**config.mk**
```make
export PLATFORM = sky130hd
export DESIGN_NAME = nrc_ctrl
export DESIGN_NICKNAME = d
export VERILOG_FILES = /design/src/hdl/nrc_pkg.sv /design/src/hdl/nrc_sync_if.sv /design/src/hdl/nrc_ctrl.sv /design/src/hdl/nrc_pin_sync.sv
export VERILOG_INCLUDE_DIRS = /design/src /design/src/hdl
export SDC_FILE = /design/constraint.sdc
export NUM_CORES = 1
export LEC_CHECK = 0
export ABC_AREA = 1
export BUFFER_PORTS_ARGS = -buffer_cell sky130_fd_sc_hd__buf_4
export CORE_MARGIN = 4
export CORE_UTILIZATION = 40
export CTS_CLUSTER_DIAMETER = 50
export CTS_CLUSTER_SIZE = 8
export DETAILED_ROUTE_END_ITERATION = 8
export HOLD_SLACK_MARGIN = 0.15
export SLEW_MARGIN = 20
export SYNTH_ARGS = -nofsm -noshare
export SYNTH_HDL_FRONTEND = slang
export SYNTH_SLANG_ARGS = --single-unit
```
**constraint.sdc**
```tcl
create_clock -name clk_sys -period 3.1 [get_ports clk_sys]
set_input_delay 0.31 -clock clk_sys [delete_from_list [all_inputs] [get_ports clk_sys]]
set_output_delay 0.31 -clock clk_sys [all_outputs]
set_load 0.005 [all_outputs]
```
**src/hdl/nrc_cfg.svh**
```systemverilog
// Constants for the NAND read command controller: codes, address layout, timing.
// Assumes a 20 MHz system clock; included by bare name from design files.
`ifndef NRC_CFG_SVH
`define NRC_CFG_SVH

// Command codes
`define NRC_CMD_READ_SETUP   8'h00
`define NRC_CMD_READ_CONFIRM 8'h30
`define NRC_CMD_COL_CHANGE   8'h05
`define NRC_CMD_COL_CONFIRM  8'hE0
`define NRC_CMD_READ_ID      8'h90
`define NRC_CMD_PARAM_PAGE   8'hEC
`define NRC_CMD_STATUS       8'h70

// Address values
`define NRC_ID_ADDR_DEVICE   8'h00
`define NRC_ID_ADDR_SIG      8'h20
`define NRC_PARAM_ADDR       8'h00
`define NRC_COL_HI_POS       8
`define NRC_ROW_HI_POS       8

// Page geometry and address cycle counts
`define NRC_PAGE_BYTES       2112
`define NRC_ADDR_FULL        3'd4
`define NRC_ADDR_COL         3'd2
`define NRC_ADDR_ONE         3'd1

// Timing
`define NRC_CLK_NS           50
`define NRC_STROBE_NS        50
`define NRC_SETTLE_NS        100
`define NRC_XFER_TIME_US     25
`define NRC_XFER_MARGIN      2
`define NRC_SYNC_CYC         3
`define NRC_STB_CYC    ((`NRC_STROBE_NS + `NRC_CLK_NS - 1) / `NRC_CLK_NS)
`define NRC_SETTLE_CYC ((`NRC_SETTLE_NS + `NRC_CLK_NS - 1) / `NRC_CLK_NS)
`define NRC_XFER_CYC   ((`NRC_XFER_TIME_US * 1000 * `NRC_XFER_MARGIN) / `NRC_CLK_NS)

`endif

```
**src/hdl/nrc_pkg.sv**
```systemverilog
// Types for the NAND read command controller.
// Assumes nothing of its surroundings.
`default_nettype none
package nrc_pkg;
  // User operations
  typedef enum logic [2:0] {
    OP_PAGE_READ,
    OP_COL_CHANGE,
    OP_READ_ID,
    OP_PARAM_PAGE,
    OP_STATUS
  } nrc_op_t;

  // Sequencer states
  typedef enum logic [2:0] {
    ST_IDLE,
    ST_CMD1,
    ST_ADDR,
    ST_CMD2,
    ST_SETTLE,
    ST_WAIT,
    ST_READ,
    ST_TAIL
  } nrc_state_t;
endpackage
`default_nettype wire

```
**src/hdl/nrc_sync_if.sv**
```systemverilog
// Carrier between the controller and its pin synchronisers.
// Assumes raw is driven by the controller and level by the synchroniser.
`default_nettype none
interface nrc_sync_if #(parameter int W = 1);
  logic [W-1:0] raw;
  logic [W-1:0] level;
  modport user (output raw, input level);
  modport sync (input raw, output level);
endinterface
`default_nettype wire

```
**src/hdl/nrc_ctrl.sv**
```systemverilog
// Host-side read controller for an 8-bit parallel NAND flash device.
// Assumes the device pins are wired straight to the pin ports and the
// testbench resolves io from io_out/io_oe; one 20 MHz clock, no software.
//
// Summary of operation
// - Full address is four cycles: two column bytes, then row low and high.
// - Upper four bus bits are driven low in the second address cycle.
// - Only defined command codes are ever issued.
// - Page read is setup, four address cycles, confirm; confirm starts transfer.
// - After polling status during a read, reissue read setup before data.
// - Column change is change code, two column cycles, confirm; then read.
// - Column change commands only move within one page.
`default_nettype none
`include "nrc_cfg.svh"
module nrc_ctrl #(
  parameter int PAGE_BYTES = `NRC_PAGE_BYTES,
  parameter int COUNT_W    = 12
) (
  input  wire logic            clk_sys,
  input  wire logic            srst,
  input  wire logic            start,
  input  wire nrc_pkg::nrc_op_t op,
  input  wire logic [11:0]     col_addr,
  input  wire logic [15:0]     row_addr,
  input  wire logic [7:0]      id_addr,
  input  wire logic [COUNT_W-1:0] rd_len,
  output logic                 busy,
  output logic                 done,
  output logic                 error,
  output logic [7:0]           rd_data,
  output logic                 rd_valid,
  output logic                 rd_last,
  output logic                 ce_n,
  output logic                 cle,
  output logic                 ale,
  output logic                 we_n,
  output logic                 read_strobe_n,
  output logic [7:0]           io_out,
  output logic                 io_oe,
  input  wire logic [7:0]      io_in,
  input  wire logic            ready_busy_n
);
  import nrc_pkg::*;

  localparam logic [9:0] STB    = 10'(`NRC_STB_CYC - 1);
  // Three register stages stand between the pin and level, so both waits cover them
  localparam logic [9:0] RLOW   = 10'(`NRC_STB_CYC + `NRC_SYNC_CYC);
  localparam logic [9:0] SETTLE = 10'(`NRC_SETTLE_CYC + `NRC_SYNC_CYC - 1);
  localparam logic [9:0] XFER   = 10'(`NRC_XFER_CYC - 1);

  // Elaboration checks
  if (PAGE_BYTES >= (1 << COUNT_W) || PAGE_BYTES > 4095) begin : g_chk_page
    $error("PAGE_BYTES does not fit the counters");
  end
  if (`NRC_XFER_CYC > 1023 || `NRC_STB_CYC < 1) begin : g_chk_time
    $error("Timing counts do not fit the timer");
  end

  nrc_sync_if #(.W(1)) rb_if ();
  nrc_sync_if #(.W(8)) io_if ();

  nrc_pin_sync #(.W(1), .RST_VAL(1'b1)) u_rb_sync (
    .clk_sys (clk_sys),
    .srst    (srst),
    .port    (rb_if)
  );
  nrc_pin_sync #(.W(8), .RST_VAL(8'h00)) u_io_sync (
    .clk_sys (clk_sys),
    .srst    (srst),
    .port    (io_if)
  );
  assign rb_if.raw = ready_busy_n;
  assign io_if.raw = io_in;

  nrc_state_t   state;
  nrc_state_t   next_state;
  logic         phase;
  logic         next_phase;
  logic [9:0]   tmr;
  logic [9:0]   next_tmr;
  logic [1:0]   idx;
  logic [1:0]   next_idx;
  logic [COUNT_W-1:0] count;
  logic [COUNT_W-1:0] next_count;
  logic [7:0]   addr_byte [4];
  logic [2:0]   addr_num;
  logic [7:0]   cmd1;
  logic [7:0]   cmd2;
  logic         has_cmd2;
  logic         need_wait;
  logic         has_tail;
  logic         emit;
  logic         next_err;

  // Per-operation decode at the start request
  wire          op_page    = (op == OP_PAGE_READ);
  wire          op_col     = (op == OP_COL_CHANGE);
  wire          op_id      = (op == OP_READ_ID);
  wire          op_param   = (op == OP_PARAM_PAGE);
  wire          op_status  = (op == OP_STATUS);
  wire          id_ok      = (id_addr == `NRC_ID_ADDR_DEVICE) ||
                             (id_addr == `NRC_ID_ADDR_SIG);
  wire [COUNT_W-1:0] page_sz = COUNT_W'(PAGE_BYTES);
  wire [COUNT_W-1:0] col_w   = COUNT_W'(col_addr);
  wire [COUNT_W-1:0] avail   = page_sz - col_w;
  wire          col_ok     = (col_w < page_sz);
  wire [COUNT_W-1:0] clamp_len = (rd_len > avail) ? avail : rd_len;
  wire          op_ok      = (op_page || op_col) ? (col_ok && rd_len != '0) :
                             op_id ? (id_ok && rd_len != '0) :
                             op_param ? (rd_len != '0) : op_status;
  wire [COUNT_W-1:0] start_len = (op_page || op_col) ? clamp_len :
                                 op_status ? COUNT_W'(1) : rd_len;
  wire [7:0]    start_cmd1 = op_page  ? `NRC_CMD_READ_SETUP :
                             op_col   ? `NRC_CMD_COL_CHANGE :
                             op_id    ? `NRC_CMD_READ_ID :
                             op_param ? `NRC_CMD_PARAM_PAGE : `NRC_CMD_STATUS;
  wire [2:0]    start_anum = op_page ? `NRC_ADDR_FULL :
                             op_col  ? `NRC_ADDR_COL :
                             (op_id || op_param) ? `NRC_ADDR_ONE : 3'd0;
  wire [7:0]    col_hi     = {4'h0, col_addr[11:`NRC_COL_HI_POS]};
  wire [7:0]    first_addr = op_id ? id_addr :
                             op_param ? `NRC_PARAM_ADDR : col_addr[7:0];

  // Where the write steps go once their last command or address byte is out
  wire          last_addr  = ({1'b0, idx} == 3'(addr_num - 3'd1));
  nrc_state_t   after_cmd;
  assign after_cmd = need_wait ? ST_SETTLE : ST_READ;

  // Sequencer next state
  always_comb begin
    next_state = state;
    next_phase = phase;
    next_tmr   = tmr;
    next_idx   = idx;
    next_count = count;
    emit       = 1'b0;
    next_err   = 1'b0;
    case (state)
      ST_IDLE: begin
        if (start) begin
          if (op_ok) begin
            next_state = ST_CMD1;
            next_phase = 1'b0;
            next_tmr   = STB;
            next_idx   = 2'd0;
            next_count = start_len;
          end else begin
            next_err = 1'b1;
          end
        end
      end
      ST_CMD1, ST_ADDR, ST_CMD2, ST_TAIL: begin
        if (tmr != '0) begin
          next_tmr = tmr - 10'd1;
        end else if (!phase) begin
          next_phase = 1'b1;
          next_tmr   = STB;
        end else begin
          next_phase = 1'b0;
          next_tmr   = STB;
          if (state == ST_CMD1) begin
            if (addr_num != 3'd0) begin
              next_state = ST_ADDR;
            end else begin
              next_state = has_cmd2 ? ST_CMD2 : after_cmd;
            end
          end else if (state == ST_ADDR) begin
            if (last_addr) begin
              next_state = has_cmd2 ? ST_CMD2 : after_cmd;
            end else begin
              next_idx = idx + 2'd1;
            end
          end else if (state == ST_CMD2) begin
            next_state = after_cmd;
          end else begin
            next_state = ST_IDLE;
          end
          if (next_state == ST_READ) begin
            next_tmr = RLOW;
          end else if (next_state == ST_SETTLE) begin
            next_tmr = SETTLE;
          end
        end
      end
      // Give the device time to pull ready/busy low before watching it
      ST_SETTLE: begin
        if (tmr != '0) begin
          next_tmr = tmr - 10'd1;
        end else begin
          next_state = ST_WAIT;
          next_tmr   = XFER;
        end
      end
      ST_WAIT: begin
        if (rb_if.level[0]) begin
          next_state = ST_READ;
          next_phase = 1'b0;
          next_tmr   = RLOW;
        end else if (tmr == '0) begin
          next_err   = 1'b1;
          next_state = ST_READ;
          next_phase = 1'b0;
          next_tmr   = RLOW;
        end else begin
          next_tmr = tmr - 10'd1;
        end
      end
      // Low phase is stretched by the synchroniser latency before sampling
      ST_READ: begin
        if (tmr != '0) begin
          next_tmr = tmr - 10'd1;
        end else if (!phase) begin
          emit       = 1'b1;
          next_phase = 1'b1;
          next_tmr   = STB;
        end else begin
          next_count = count - COUNT_W'(1);
          next_phase = 1'b0;
          if (count == COUNT_W'(1)) begin
            next_state = has_tail ? ST_TAIL : ST_IDLE;
            next_tmr   = STB;
          end else begin
            next_tmr = RLOW;
          end
        end
      end
      default: begin
        next_state = ST_IDLE;
      end
    endcase
  end

  // Pin levels for the coming cycle
  wire          w_cmd      = (next_state == ST_CMD1) || (next_state == ST_CMD2) ||
                             (next_state == ST_TAIL);
  wire          w_any      = w_cmd || (next_state == ST_ADDR);
  wire [7:0]    w_byte     = (next_state == ST_CMD1) ? cmd1 :
                             (next_state == ST_CMD2) ? cmd2 :
                             (next_state == ST_TAIL) ? `NRC_CMD_READ_SETUP :
                             addr_byte[next_idx];
  wire          next_ce_n  = (next_state == ST_IDLE);
  wire          next_we_n  = !(w_any && !next_phase);
  wire          next_re_n  = !((next_state == ST_READ) && !next_phase);

  // Latch operation parameters on an accepted start
  always_ff @(posedge clk_sys) begin
    if (srst) begin
      addr_num  <= 3'd0;
      cmd1      <= `NRC_CMD_READ_SETUP;
      cmd2      <= `NRC_CMD_READ_CONFIRM;
      has_cmd2  <= 1'b0;
      need_wait <= 1'b0;
      has_tail  <= 1'b0;
      for (int i = 0; i < 4; i++) begin
        addr_byte[i] <= 8'h00;
      end
    end else if (state == ST_IDLE && start && op_ok) begin
      addr_num     <= start_anum;
      cmd1         <= start_cmd1;
      cmd2         <= op_col ? `NRC_CMD_COL_CONFIRM : `NRC_CMD_READ_CONFIRM;
      has_cmd2     <= op_page || op_col;
      need_wait    <= op_page || op_param;
      has_tail     <= op_status;
      addr_byte[0] <= first_addr;
      addr_byte[1] <= col_hi;
      addr_byte[2] <= row_addr[7:0];
      addr_byte[3] <= row_addr[15:`NRC_ROW_HI_POS];
    end
  end

  // Sequencer state and timers
  always_ff @(posedge clk_sys) begin
    if (srst) begin
      state <= ST_IDLE;
      phase <= 1'b0;
      tmr   <= 10'd0;
      idx   <= 2'd0;
      count <= '0;
    end else begin
      state <= next_state;
      phase <= next_phase;
      tmr   <= next_tmr;
      idx   <= next_idx;
      count <= next_count;
    end
  end

  // Registered pins; bus driven only during write steps
  always_ff @(posedge clk_sys) begin
    if (srst) begin
      ce_n          <= 1'b1;
      cle           <= 1'b0;
      ale           <= 1'b0;
      we_n          <= 1'b1;
      read_strobe_n <= 1'b1;
      io_out        <= 8'h00;
      io_oe         <= 1'b0;
    end else begin
      ce_n          <= next_ce_n;
      cle           <= w_cmd;
      ale           <= (next_state == ST_ADDR);
      we_n          <= next_we_n;
      read_strobe_n <= next_re_n;
      io_out        <= w_any ? w_byte : 8'h00;
      io_oe         <= w_any;
    end
  end

  // User-side status and data
  always_ff @(posedge clk_sys) begin
    if (srst) begin
      busy     <= 1'b0;
      done     <= 1'b0;
      error    <= 1'b0;
      rd_data  <= 8'h00;
      rd_valid <= 1'b0;
      rd_last  <= 1'b0;
    end else begin
      busy     <= (next_state != ST_IDLE);
      done     <= (state != ST_IDLE) && (next_state == ST_IDLE);
      error    <= next_err;
      rd_valid <= emit;
      rd_last  <= emit && (count == COUNT_W'(1));
      if (emit) begin
        rd_data <= io_if.level;
      end
    end
  end

endmodule
`default_nettype wire

```
**src/hdl/nrc_pin_sync.sv**
```systemverilog
// Three-stage pin synchroniser with agreement filter.
// Assumes raw comes from a pin outside the clk_sys domain.
`default_nettype none
module nrc_pin_sync #(
  parameter int         W       = 1,
  parameter logic [W-1:0] RST_VAL = '0
) (
  input  wire logic     clk_sys,
  input  wire logic     srst,
  nrc_sync_if.sync      port
);
  import nrc_pkg::*;

  logic [W-1:0] s1;
  logic [W-1:0] s2;
  logic [W-1:0] s3;
  logic [W-1:0] level;

  // Level only moves once stages two and three agree
  always_ff @(posedge clk_sys) begin
    if (srst) begin
      s1    <= RST_VAL;
      s2    <= RST_VAL;
      s3    <= RST_VAL;
      level <= RST_VAL;
    end else begin
      s1 <= port.raw;
      s2 <= s1;
      s3 <= s2;
      if (s2 == s3) begin
        level <= s3;
      end
    end
  end

  assign port.level = level;
endmodule
`default_nettype wire

```
* Yosys cells after proc, flatten, opt, wreduce, memory -nomap -nowiden
Memory sizes are Yosys's and may differ from the RTL's.
Cells that the tools add are included.
** Storage, ports and cells
- Bits in registers :: 113
- Memory bits (writable) :: 32
- Input port bits :: 63
- Output and inout bits :: 27
- Logic and storage cells :: 196
- Memories :: 1
** Memories
- addr_byte :: depth 4, bits a word 8, rd ports 1, clocked after Yosys merged registers in 0, write ports 4, RTL line nrc_ctrl.sv:85 : logic [7:0] addr_byte [4];
** Cells by class
- Add/subtract/negate cells :: 5
- $lt $le $gt $ge :: 2
- Eq/ne operators :: 27
- Mux-type cells :: 90
- Bitwise gates (word level) :: 5
- Reduce and logical (&&, ||, !) cells :: 34
** Operator list (count)
- 2-to-1 mux 8 bit :: 14
- 2-to-1 mux 12 bit :: 7
- 2-to-1 mux 3 bit :: 26
- 2-to-1 mux 10 bit :: 7
- case mux 10 bit (5 select lines) :: 1
- == test 3 bit (second input constant) :: 9
- case mux 12 bit (2 select lines) :: 1
- 2-to-1 mux 1 bit :: 21
- == test 3 x 2 -> 1 bit (second input constant) :: 6
- 2-to-1 mux 2 bit :: 9
- case mux 3 bit (5 select lines) :: 1
- == test 12 x 1 -> 1 bit (second input constant) :: 1
- greater-than comparator 12 bit :: 1
- less-than comparator 12 bit (second input constant) :: 1
- nonzero test 12 bit :: 1
- subtractor 12 x 1 -> 12 bit (second input constant) :: 1
- subtractor 12 bit (first input constant) :: 1
- zero test 10 bit :: 1
- nonzero test 10 bit :: 1
- subtractor 10 x 1 -> 10 bit (second input constant) :: 1
- == test 3 x 1 -> 1 bit (second input constant) :: 3
- zero test 3 bit :: 3
- nonzero test 3 bit :: 3
- == test 8 x 6 -> 1 bit (second input constant) :: 1
- other kinds (21) :: 42

* Longest topological paths before layout
Gate-level depths: netlist of the first run.
- Depth after elaboration :: 17
- Gate-level depth with buffers :: 22
- Gate-level depth less buffers :: 22

* Cells and area by module
Synthesis of the first run repeated with hierarchy kept, for this count alone.
** Unflattened totals
- Cell total of the unflattened synthesis :: 1016
- Area, all modules :: 7241.9 um2
** By module, submodules not included
- nrc_ctrl :: instances 1, cells each 834, area each 5896.9 um2, seq. area each 2182.1 um2
- nrc_pin_sync at u_io_sync :: instances 1, cells each 167, area each 1216.2 um2, seq. area each 640.6 um2
- nrc_pin_sync at u_rb_sync :: instances 1, cells each 15, area each 128.9 um2, seq. area each 80.1 um2

* Worst setup path before layout of the first run
Ideal clock, no wire load.
- Path kind :: input-to-reg
- Start point :: in col_addr[0]
- End point :: reg count[7]
- Setup time :: 70 ps
- Data arrival time :: 2830 ps
- Data required time :: 3030 ps
- Setup slack :: 200 ps
- Stages :: 22
- Buffers on the path :: 0
- Cells stage by stage :: inv_1 ha_1 nand2_1 nor2_1 nand3_1 nand2_1 inv_1 or2_2 xor2_1 inv_1 ha_1 nand3_1 nor3_1 nand2_1 o211ai_1 nand2_1 inv_1 nand2_1 nor2_1 nor2_1 a22o_1 a21oi_1
** Between the ends
- Cells in the longest elaborated chain, start to end :: 7
- Elaborated cells between the ends (all ways) :: 12
- Classes of those cells :: add/sub: 1; order compare: 2; eq/ne: 1; mux: 6; reduce/logical: 2
** RTL lines
- start, declared :: RTL line nrc_ctrl.sv:23 : input wire logic [11:0] col_addr,
- subtractor 12 bit :: RTL line nrc_ctrl.sv:105 : wire [COUNT_W-1:0] avail = page_sz - col_w;
- greater-than comparator 12 bit :: RTL line nrc_ctrl.sv:107 : wire [COUNT_W-1:0] clamp_len = (rd_len > avail) ? avail : rd_len;
- 2-to-1 mux 12 bit :: RTL line nrc_ctrl.sv:107
- 2-to-1 mux 12 bit :: RTL line nrc_ctrl.sv:111 : wire [COUNT_W-1:0] start_len = (op_page || op_col) ? clamp_len :
- 2-to-1 mux 12 bit :: RTL line nrc_ctrl.sv:141 : if (op_ok) begin
- 2-to-1 mux 12 bit :: RTL line nrc_ctrl.sv:140 : if (start) begin
- case mux 12 bit (2 select lines) :: RTL line nrc_ctrl.sv:138 : case (state)
- end signal, assigned :: RTL line nrc_ctrl.sv:284 : count <= next_count;
- end, declared :: RTL line nrc_ctrl.sv:83 : logic [COUNT_W-1:0] count;
Several ways; a longest one is shown, not always the timed one. The select of a mux whose other input is x is not followed.
A chain may end at the register's enable or synchronous reset.

* Worst setup path in the final report of the first run
- Start point :: in col_addr[1]
- End point :: reg count[9]
The elaborated chain is that of the path after synthesis.

==> run metrics, run 1 <==
Worst-Margin Slew 0.570 ns; # IOs 90; total gr overflow 0; num rows 47; Final nets about 1,100; vias in the first global route ~5,700; CP Data Required Time 3.39 ns; Initial Util around two fifths; worst vdd ir around 0.43 mV; Lkg Pwr a little over 4 nW; post-route clock period utilization between 80% and 90%; FILL cells about 1,700; share of synthesized registers carrying an async set or reset 0%; postcts setup bufs 0; post-place setup slack -0.215 ns; Crit path top cell by count nand2_1; most frequent cells in the layout nand2_1, inv_1, nor2_1, buf_4, dfxtp_1; clock latency on the worst-skew pair between 0.4 and 0.5 ns; EDFF count, synth 28; Synth Flop Type dfxtp_1; via count 6,035; drt via density 4.75; critical path depth 24; syn_nets approximately 1,000; Worst Setup Start Kind primary input; commonest non-fill, non-tap cell in the layout nand2_1; Die Wd between 100 and 150 um; Non-Filler Instances ~1,300; CP bufs+invs 5; DP Wirelength 12,500 um; Area Overhead vs Synth 24.8%; H-tree depth 4; Die ar. about 0.019 sq mm; #FFs+latches synth about 130; multi-input logic area 0.00328 sq mm; max cap viols 0; R2R depth 19; DRC violation count after routing 0; initial antenna violation count 0; first-pass GRT wire length around 28,000 um; Yosys cell types 49; post-route worst setup slack about 0.38 ns; CP endpoint kind flop; total CTS buffers 17; sequential share of the synthesized area about 42%; Critical-path top delay cell or2_2; routed length per instance approximately 13 um; fin crit period around 2.7 ns; initial DRC count 493; CTS Buffer Depth 2; Crit Path Max Fanout 3; Tot GR Track Use 17.6%; Mapped Avg Cell Area approximately 7.5 sq um; hold depth 3; largest net degree at the start of global routing between 40 and 50; final hold vios 0; Final Power about 4.6 mW; GP Congestion slightly below 0.9; Die Height ~140 um; Pwr per Cell Area between 500 and 600 mW/mm^2; Cell Area, Synth around 0.0069 sq mm; Core Box Area 0.0167 sq mm; input/output buffers 89; RSZ-0062 raised after global routing false; Total Wirelength 16,900 um; post-synthesis cell count 920; CTS Sinks 131; Cell Count Post-Placement between 1,000 and 1,500; status finished, final reports clean; DR pass1 iterations 5; CP Class in -> reg; clk slew on worst S/H paths 0.06 ns; diode count 0; Worst Path Arrival 3.01 ns; fraction of layout cells with a size suffix above 1 19.0%; clock skew between 0.01 and 0.015 ns; final count of pins violating max slew 0; Antenna Nets Post-Route 0; FF/Latch Area about 0.0029 sq mm; Slowest Stage Delay on Critical Path ~0.29 ns; CP top delay family simple AND/OR/NAND/NOR gates; setup tns final 0 ns; Max transition margin about three fifths; crit path cell chain buf_4 > inv_1 > ha_1 > nand2_1 > nor2_1 > nand3_1 > nand2_1 > inv_1 > or2_2 > xor2_2 > inv_1 > ha_1 > nand3_1 > nor3_2 > nand2_1 > o211ai_1 > nand2_1 > buf_4 > nand2_1 > nand2_1 > nand2_1 > o211ai_1 > o21ai_0 > a21oi_1; Hold Path Class in -> reg; setup violators final 0; Yosys warnings 0; fmax 367 MHz; TritonCTS clock tree done; Clock Root Buffer clkbuf_16
-- Yosys cell counts (5+ instances only) --
cell | n | area share, %
nand2_1 | 161 | 8.8
ha_1 | 21 | 3.8
inv_1 | 143 | 7.8
nand3_1 | 38 | 2.8
edfxtp_1 | 28 | 12
a22oi_1 | 8 | 0.88
nor2_4 | 6 | 0.99
o21ai_0 | 46 | 3.4
or2_2 | 7 | 0.64
dfxtp_1 | 103 | 30
nand4_1 | 11 | 1.0
inv_2 | 14 | 0.77
o211ai_1 | 13 | 1.4
xnor2_1 | 5 | 0.64
clkbuf_1 | 10 | 0.55
nor2_1 | 135 | 7.4
o22ai_1 | 8 | 0.73
nor3_1 | 12 | 0.88
o21ai_1 | 18 | 1.3
buf_2 | 5 | 0.36
a21oi_1 | 54 | 3.9
xor2_1 | 16 | 2.0
nor2_2 | 11 | 1.0
-- final cells by class --
type | count | area share (%)
Multi-Input combinational cell | 612 | 38.3
Inverter | 158 | 6.96
Timing Repair Buffer | 117 | 10.5
Tap cell | 220 | 3.22
Clock buffer | 20 | 5.22
Sequential cell | 131 | 33.9
Clock inverter | 12 | 1.83
-- worst register-to-register path, stage by stage (launching register included) --
cell     delay (ns)
dfxtp_1        0.36
inv_1          0.10
ha_1           0.30
inv_1          0.04
nand2_1        0.05
nand2_1        0.06
nand3_1        0.11
nand2_1        0.09
nor2_2         0.10
nand2_1        0.09
nand2_1        0.07
nand3_1        0.06
nand2_1        0.36
inv_1          0.18
nand2_1        0.14
nand2_1        0.08
nand2_1        0.06
o21ai_1        0.06
nand2_1        0.05
inv_1          0.03
-- state kept, by name, summed over array words and instances, names as in the netlist, 2 cells and up --
name and flops:
idx 2, u_io_sync.s3 8, rd_data 8, u_io_sync.s1 8
count 12, addr_num 3, tmr 10, u_io_sync.s2 8
addr_byte 28, cmd1 4, io_out 8, state 3
u_io_sync.port.level 8, cmd2 2
-- worst paths after layout --
kind	start	endpoint	slack (ns)
setup / recovery	col_addr[1]	count[9]$_SDFFE_PP0P_	0.38
hold / removal	row_addr[9]	addr_byte[3][1]$_SDFFCE_PN0P_	0.18
setup reg to reg	addr_num[0]$_SDFFE_PP0P_	io_out[2]$_SDFF_PP0_	0.61
hold reg to reg	u_io_sync.s1[0]$_SDFF_PP0_	u_io_sync.s2[0]$_SDFF_PP0_	0.40
-- routing by layer --
metal  track usage, %  up-vias  routed length (um)
met4             4.53        0                 276
met3             4.48       24                 717
met5                0        -                   0
li1                 -     3204                   -
met2             28.8      131                7910
met1             23.4     2676                7950
-- what timing repair did --
action                                  in CTS  in global routing
endpoints found under the setup margin       0                 11
hold buffers                                 9                  0
gates resized for setup                      0                  4
endpoints found under the hold margin        9                  0
-- power by group --
part / switching, mW / internal, mW / leakage, nW
Sequential: 0.0468 / 1.83 / 1.13
Combinational: 0.364 / 0.248 / 2.63
Clock: 0.771 / 1.29 / 0.283
Total: 1.18 / 3.37 / 4.04
-- metrics by stage --
stage	util (%)	area, sq um	hold WS (ns)
2_1_floorplan	-	6860	0.388
4_1_cts	51.1	8540	0.165
3_5_place_dp	47.0	7850	0.395
6_report	51.2	8550	0.179
3_3_place_gp	47.0	7850	0.389
5_1_grt	51.2	8550	0.182
-- cell families (layout without fill, tap and decap cells) --
family	after synthesis	count (layout)	share of synthesized area, %
buffers and inverters	177	307	10.1
xor gates and xnor gates	21	21	2.68
and+or+nand+nor	402	402	26.8
AOI/OAI and AO/OA	168	168	14.3
DFF	131	131	42.3
adders and majority gates	21	21	3.83
No activity file was read; power rests on OpenSTA's default activity.
==> run 2, diff against run 1 <==
Settings changed: RECOVER_POWER set to 100.
==> run 2 against run 1 <==
Effect of this change:
- the flow now finishes with violations (capacitance limit, slew limit)
- non-clock buffer count stayed put
- via count is 0.22% higher
- clock power hardly changed
- final cell count stayed put
- register-to-register slack worse by 0.37 ns
- die area stayed put
- sequential share of layout area is 0.26 points higher
- sequential power hardly changed
- hold slack better by 0.0025 ns
- setup slack worse by 0.14 ns
- wire length is 0.17% lower
- first-iteration DRC count is 13% lower
- critical path type is now reg -> reg
==> run metrics, run 2 (synthesis gave the netlist of run 1 again) <==
status complete, but fails checks; failing checks capacitance limit, slew limit; clock group share of total power 45.3% (about the same); diode count 0 (unchanged); Min Hold Slack 0.182 ns (+0.00254 ns); Antenna Nets Post-Route 0 (unchanged); post-route clock period utilization 92.2% (+4.4 points); DRC violation count after routing 0 (unchanged); initial antenna violation count 0 (unchanged); CP endpoint kind flop; fraction of layout cells with a size suffix above 1 17.4% (-1.5 points); largest registers addr_byte x28, count x12, tmr x10; max reg flops 28 (unchanged); FILL cells 1,678 (+0.54%); TritonCTS clock tree done; CTS Buffer Depth 2 (unchanged); Die Height 139 um (unchanged); combinational power share 13.3% (-0.2 points); first-pass GRT wire length 27,800 um (unchanged); Core Box Area 0.0167 sq mm (unchanged); clock latency on the worst-skew pair 0.42 ns (about the same); CP Data Required Time 3.41 ns (+0.02 ns); Total Wirelength 16,800 um (-0.17%); Worst-Margin Slew 1.82 ns (+1.25 ns); # IOs 90 (unchanged); register share of total power 41.4% (about the same); worst vdd ir 0.437 mV (+0.51%); Crit Path Max Fanout 10 (+7); Die ar. 0.0193 sq mm (unchanged); post-route worst setup slack 0.240 ns (-0.137 ns); clock skew 0.0108 ns (+0.000606 ns); H-tree depth 4 (unchanged); Die Wd 139 um (unchanged); CP top delay family simple AND/OR/NAND/NOR gates; input/output buffers 89 (unchanged); post-place setup slack -0.215 ns (unchanged); Final Power 4.54 mW (-0.30%); CP Class reg -> reg; vias in the first global route 5,658 (unchanged); Area Overhead vs Synth 23.8%; drt via density 4.76 (+0.22%); Worst Path Arrival 3.17 ns (+0.16 ns); most frequent cells in the layout nand2_1, inv_1, nor2_1, dfxtp_1, buf_4; final hold vios 0 (unchanged); crit path cell chain inv_1 > ha_1 > inv_1 > nor2_2 > nand3_1 > nor2_1 > inv_1 > nor2_2 > nand2_1 > nand3_1 > nand3_4 > nand2_2 > inv_2 > nand2_1 > nand3_1 > nand2_1 > inv_1; num rows 47 (unchanged); Initial Util 41.0% (unchanged); Crit path top cell by count inv_1; setup violators final 0 (unchanged); final core occ 50.8% (-0.38 points); fin crit period 2.86 ns (+0.137 ns); RSZ-0062 raised after global routing false; commonest non-fill, non-tap cell in the layout nand2_1; DP Wirelength 12,500 um (unchanged); DR pass1 iterations 5 (unchanged); Max transition margin -21.3% (-83 points); Hold Path Class in -> reg; GP Congestion 0.872 (unchanged); Final nets 1,121 (unchanged); cell internal pwr 3.36 mW (-0.15%); multi-input logic area 0.00324 sq mm (-1.2%); total CTS buffers 17 (unchanged); largest net degree at the start of global routing 42 (unchanged); fmax 350 MHz (-4.8%); CTS Sinks 131 (unchanged); P_sw 1.17 mW (-0.72%); max cap viols 1 (+1); total gr overflow 0 (unchanged); Critical-path top delay cell nor2_1; initial DRC count 427 (-13%); switch share 25.9% (-0.11 points); routed length per instance 13.2 um (-0.17%); Pwr per Cell Area 535 mW/mm^2 (+0.45%); Slowest Stage Delay on Critical Path 0.55 ns (+0.26 ns); via count 6,048 (+0.22%); Worst Setup Start Kind flop; CP bufs+invs 5 (unchanged); Largest Register addr_byte; postcts setup bufs 0 (unchanged); final count of pins violating max slew 42 (+42); FF/Latch Area 0.00290 sq mm (unchanged); Lkg Pwr 4.01 nW (-0.89%); Tot GR Track Use 17.6% (unchanged); clk slew on worst S/H paths 0.06 ns (about the same); Clock Root Buffer clkbuf_16
run 2: what timing repair did:
| action | CTS | global route |
|---|---|---|
| setup endpoints to repair | 0 | 11 |
| gates resized for setup | 0 | 4 |
| hold buffers | 9 | 0 |
| endpoints found under the hold margin | 9 | 0 |
run 2: power by group through the flow:
stage               combinational [mW]  clock (mW)  sequential (mW)
floorplan                        0.389           0             1.90
global placement                 0.598           0             1.91
detailed placement               0.600           0             1.92
CTS                              0.612        2.09             1.88
global route                     0.687        2.17             1.89
finish                           0.603        2.05             1.88
run 2: layout make-up:
type | count | area share, %
Multi-Input combinational cell | 612 | 38.1
Sequential cell | 131 | 34.2
Tap cell | 220 | 3.24
Clock inverter | 12 | 1.84
Clock buffer | 20 | 5.26
Inverter | 158 | 7.02
Timing Repair Buffer | 117 | 10.3
run 2: final timing paths:
kind | slack [ns] | cells after the start | from | to
max | 0.24 | 17 | tmr[0]$_SDFFE_PP0P_ | io_out[6]$_SDFF_PP0_
min | 0.18 | 3 | row_addr[9] | addr_byte[3][1]$_SDFFCE_PN0P_
max reg2reg | 0.24 | 17 | tmr[0]$_SDFFE_PP0P_ | io_out[6]$_SDFF_PP0_
min reg2reg | 0.40 | 2 | u_io_sync.s1[0]$_SDFF_PP0_ | u_io_sync.s2[0]$_SDFF_PP0_
run 2: worst register-to-register path, stage by stage, from the launching register on:
cell and delay (ns):
dfxtp_1 0.29, inv_1 0.12, ha_1 0.16, inv_1 0.04
nor2_2 0.18, nand3_1 0.10, nor2_1 0.55, inv_1 0.28
nor2_2 0.17, nand2_1 0.09, nand3_1 0.14, nand3_4 0.15
nand2_2 0.15, inv_2 0.06, nand2_1 0.09, nand3_1 0.09
nand2_1 0.06, inv_1 0.03
run 2: metal layers:
metal	part of all wire [%]	vias to the layer above	wire length, um	GRT usage [%]
li1	-	3204	-	-
met1	48	2702	8010	23.4
met2	47	121	7910	28.8
met3	4.0	21	676	4.48
met4	1.4	0	233	4.53
met5	0	-	0	0
run 2: per-stage QoR:
stage / area (sq um) / std cells / TNS, ns
after floorplan: 6860 / 920 / 0
after global placement: 7850 / 1229 / -0.292
after detailed placement: 7850 / 1229 / -1.48
after CTS: 8540 / 1270 / 0
after global routing: 8490 / 1270 / 0
final: 8490 / 1270 / 0
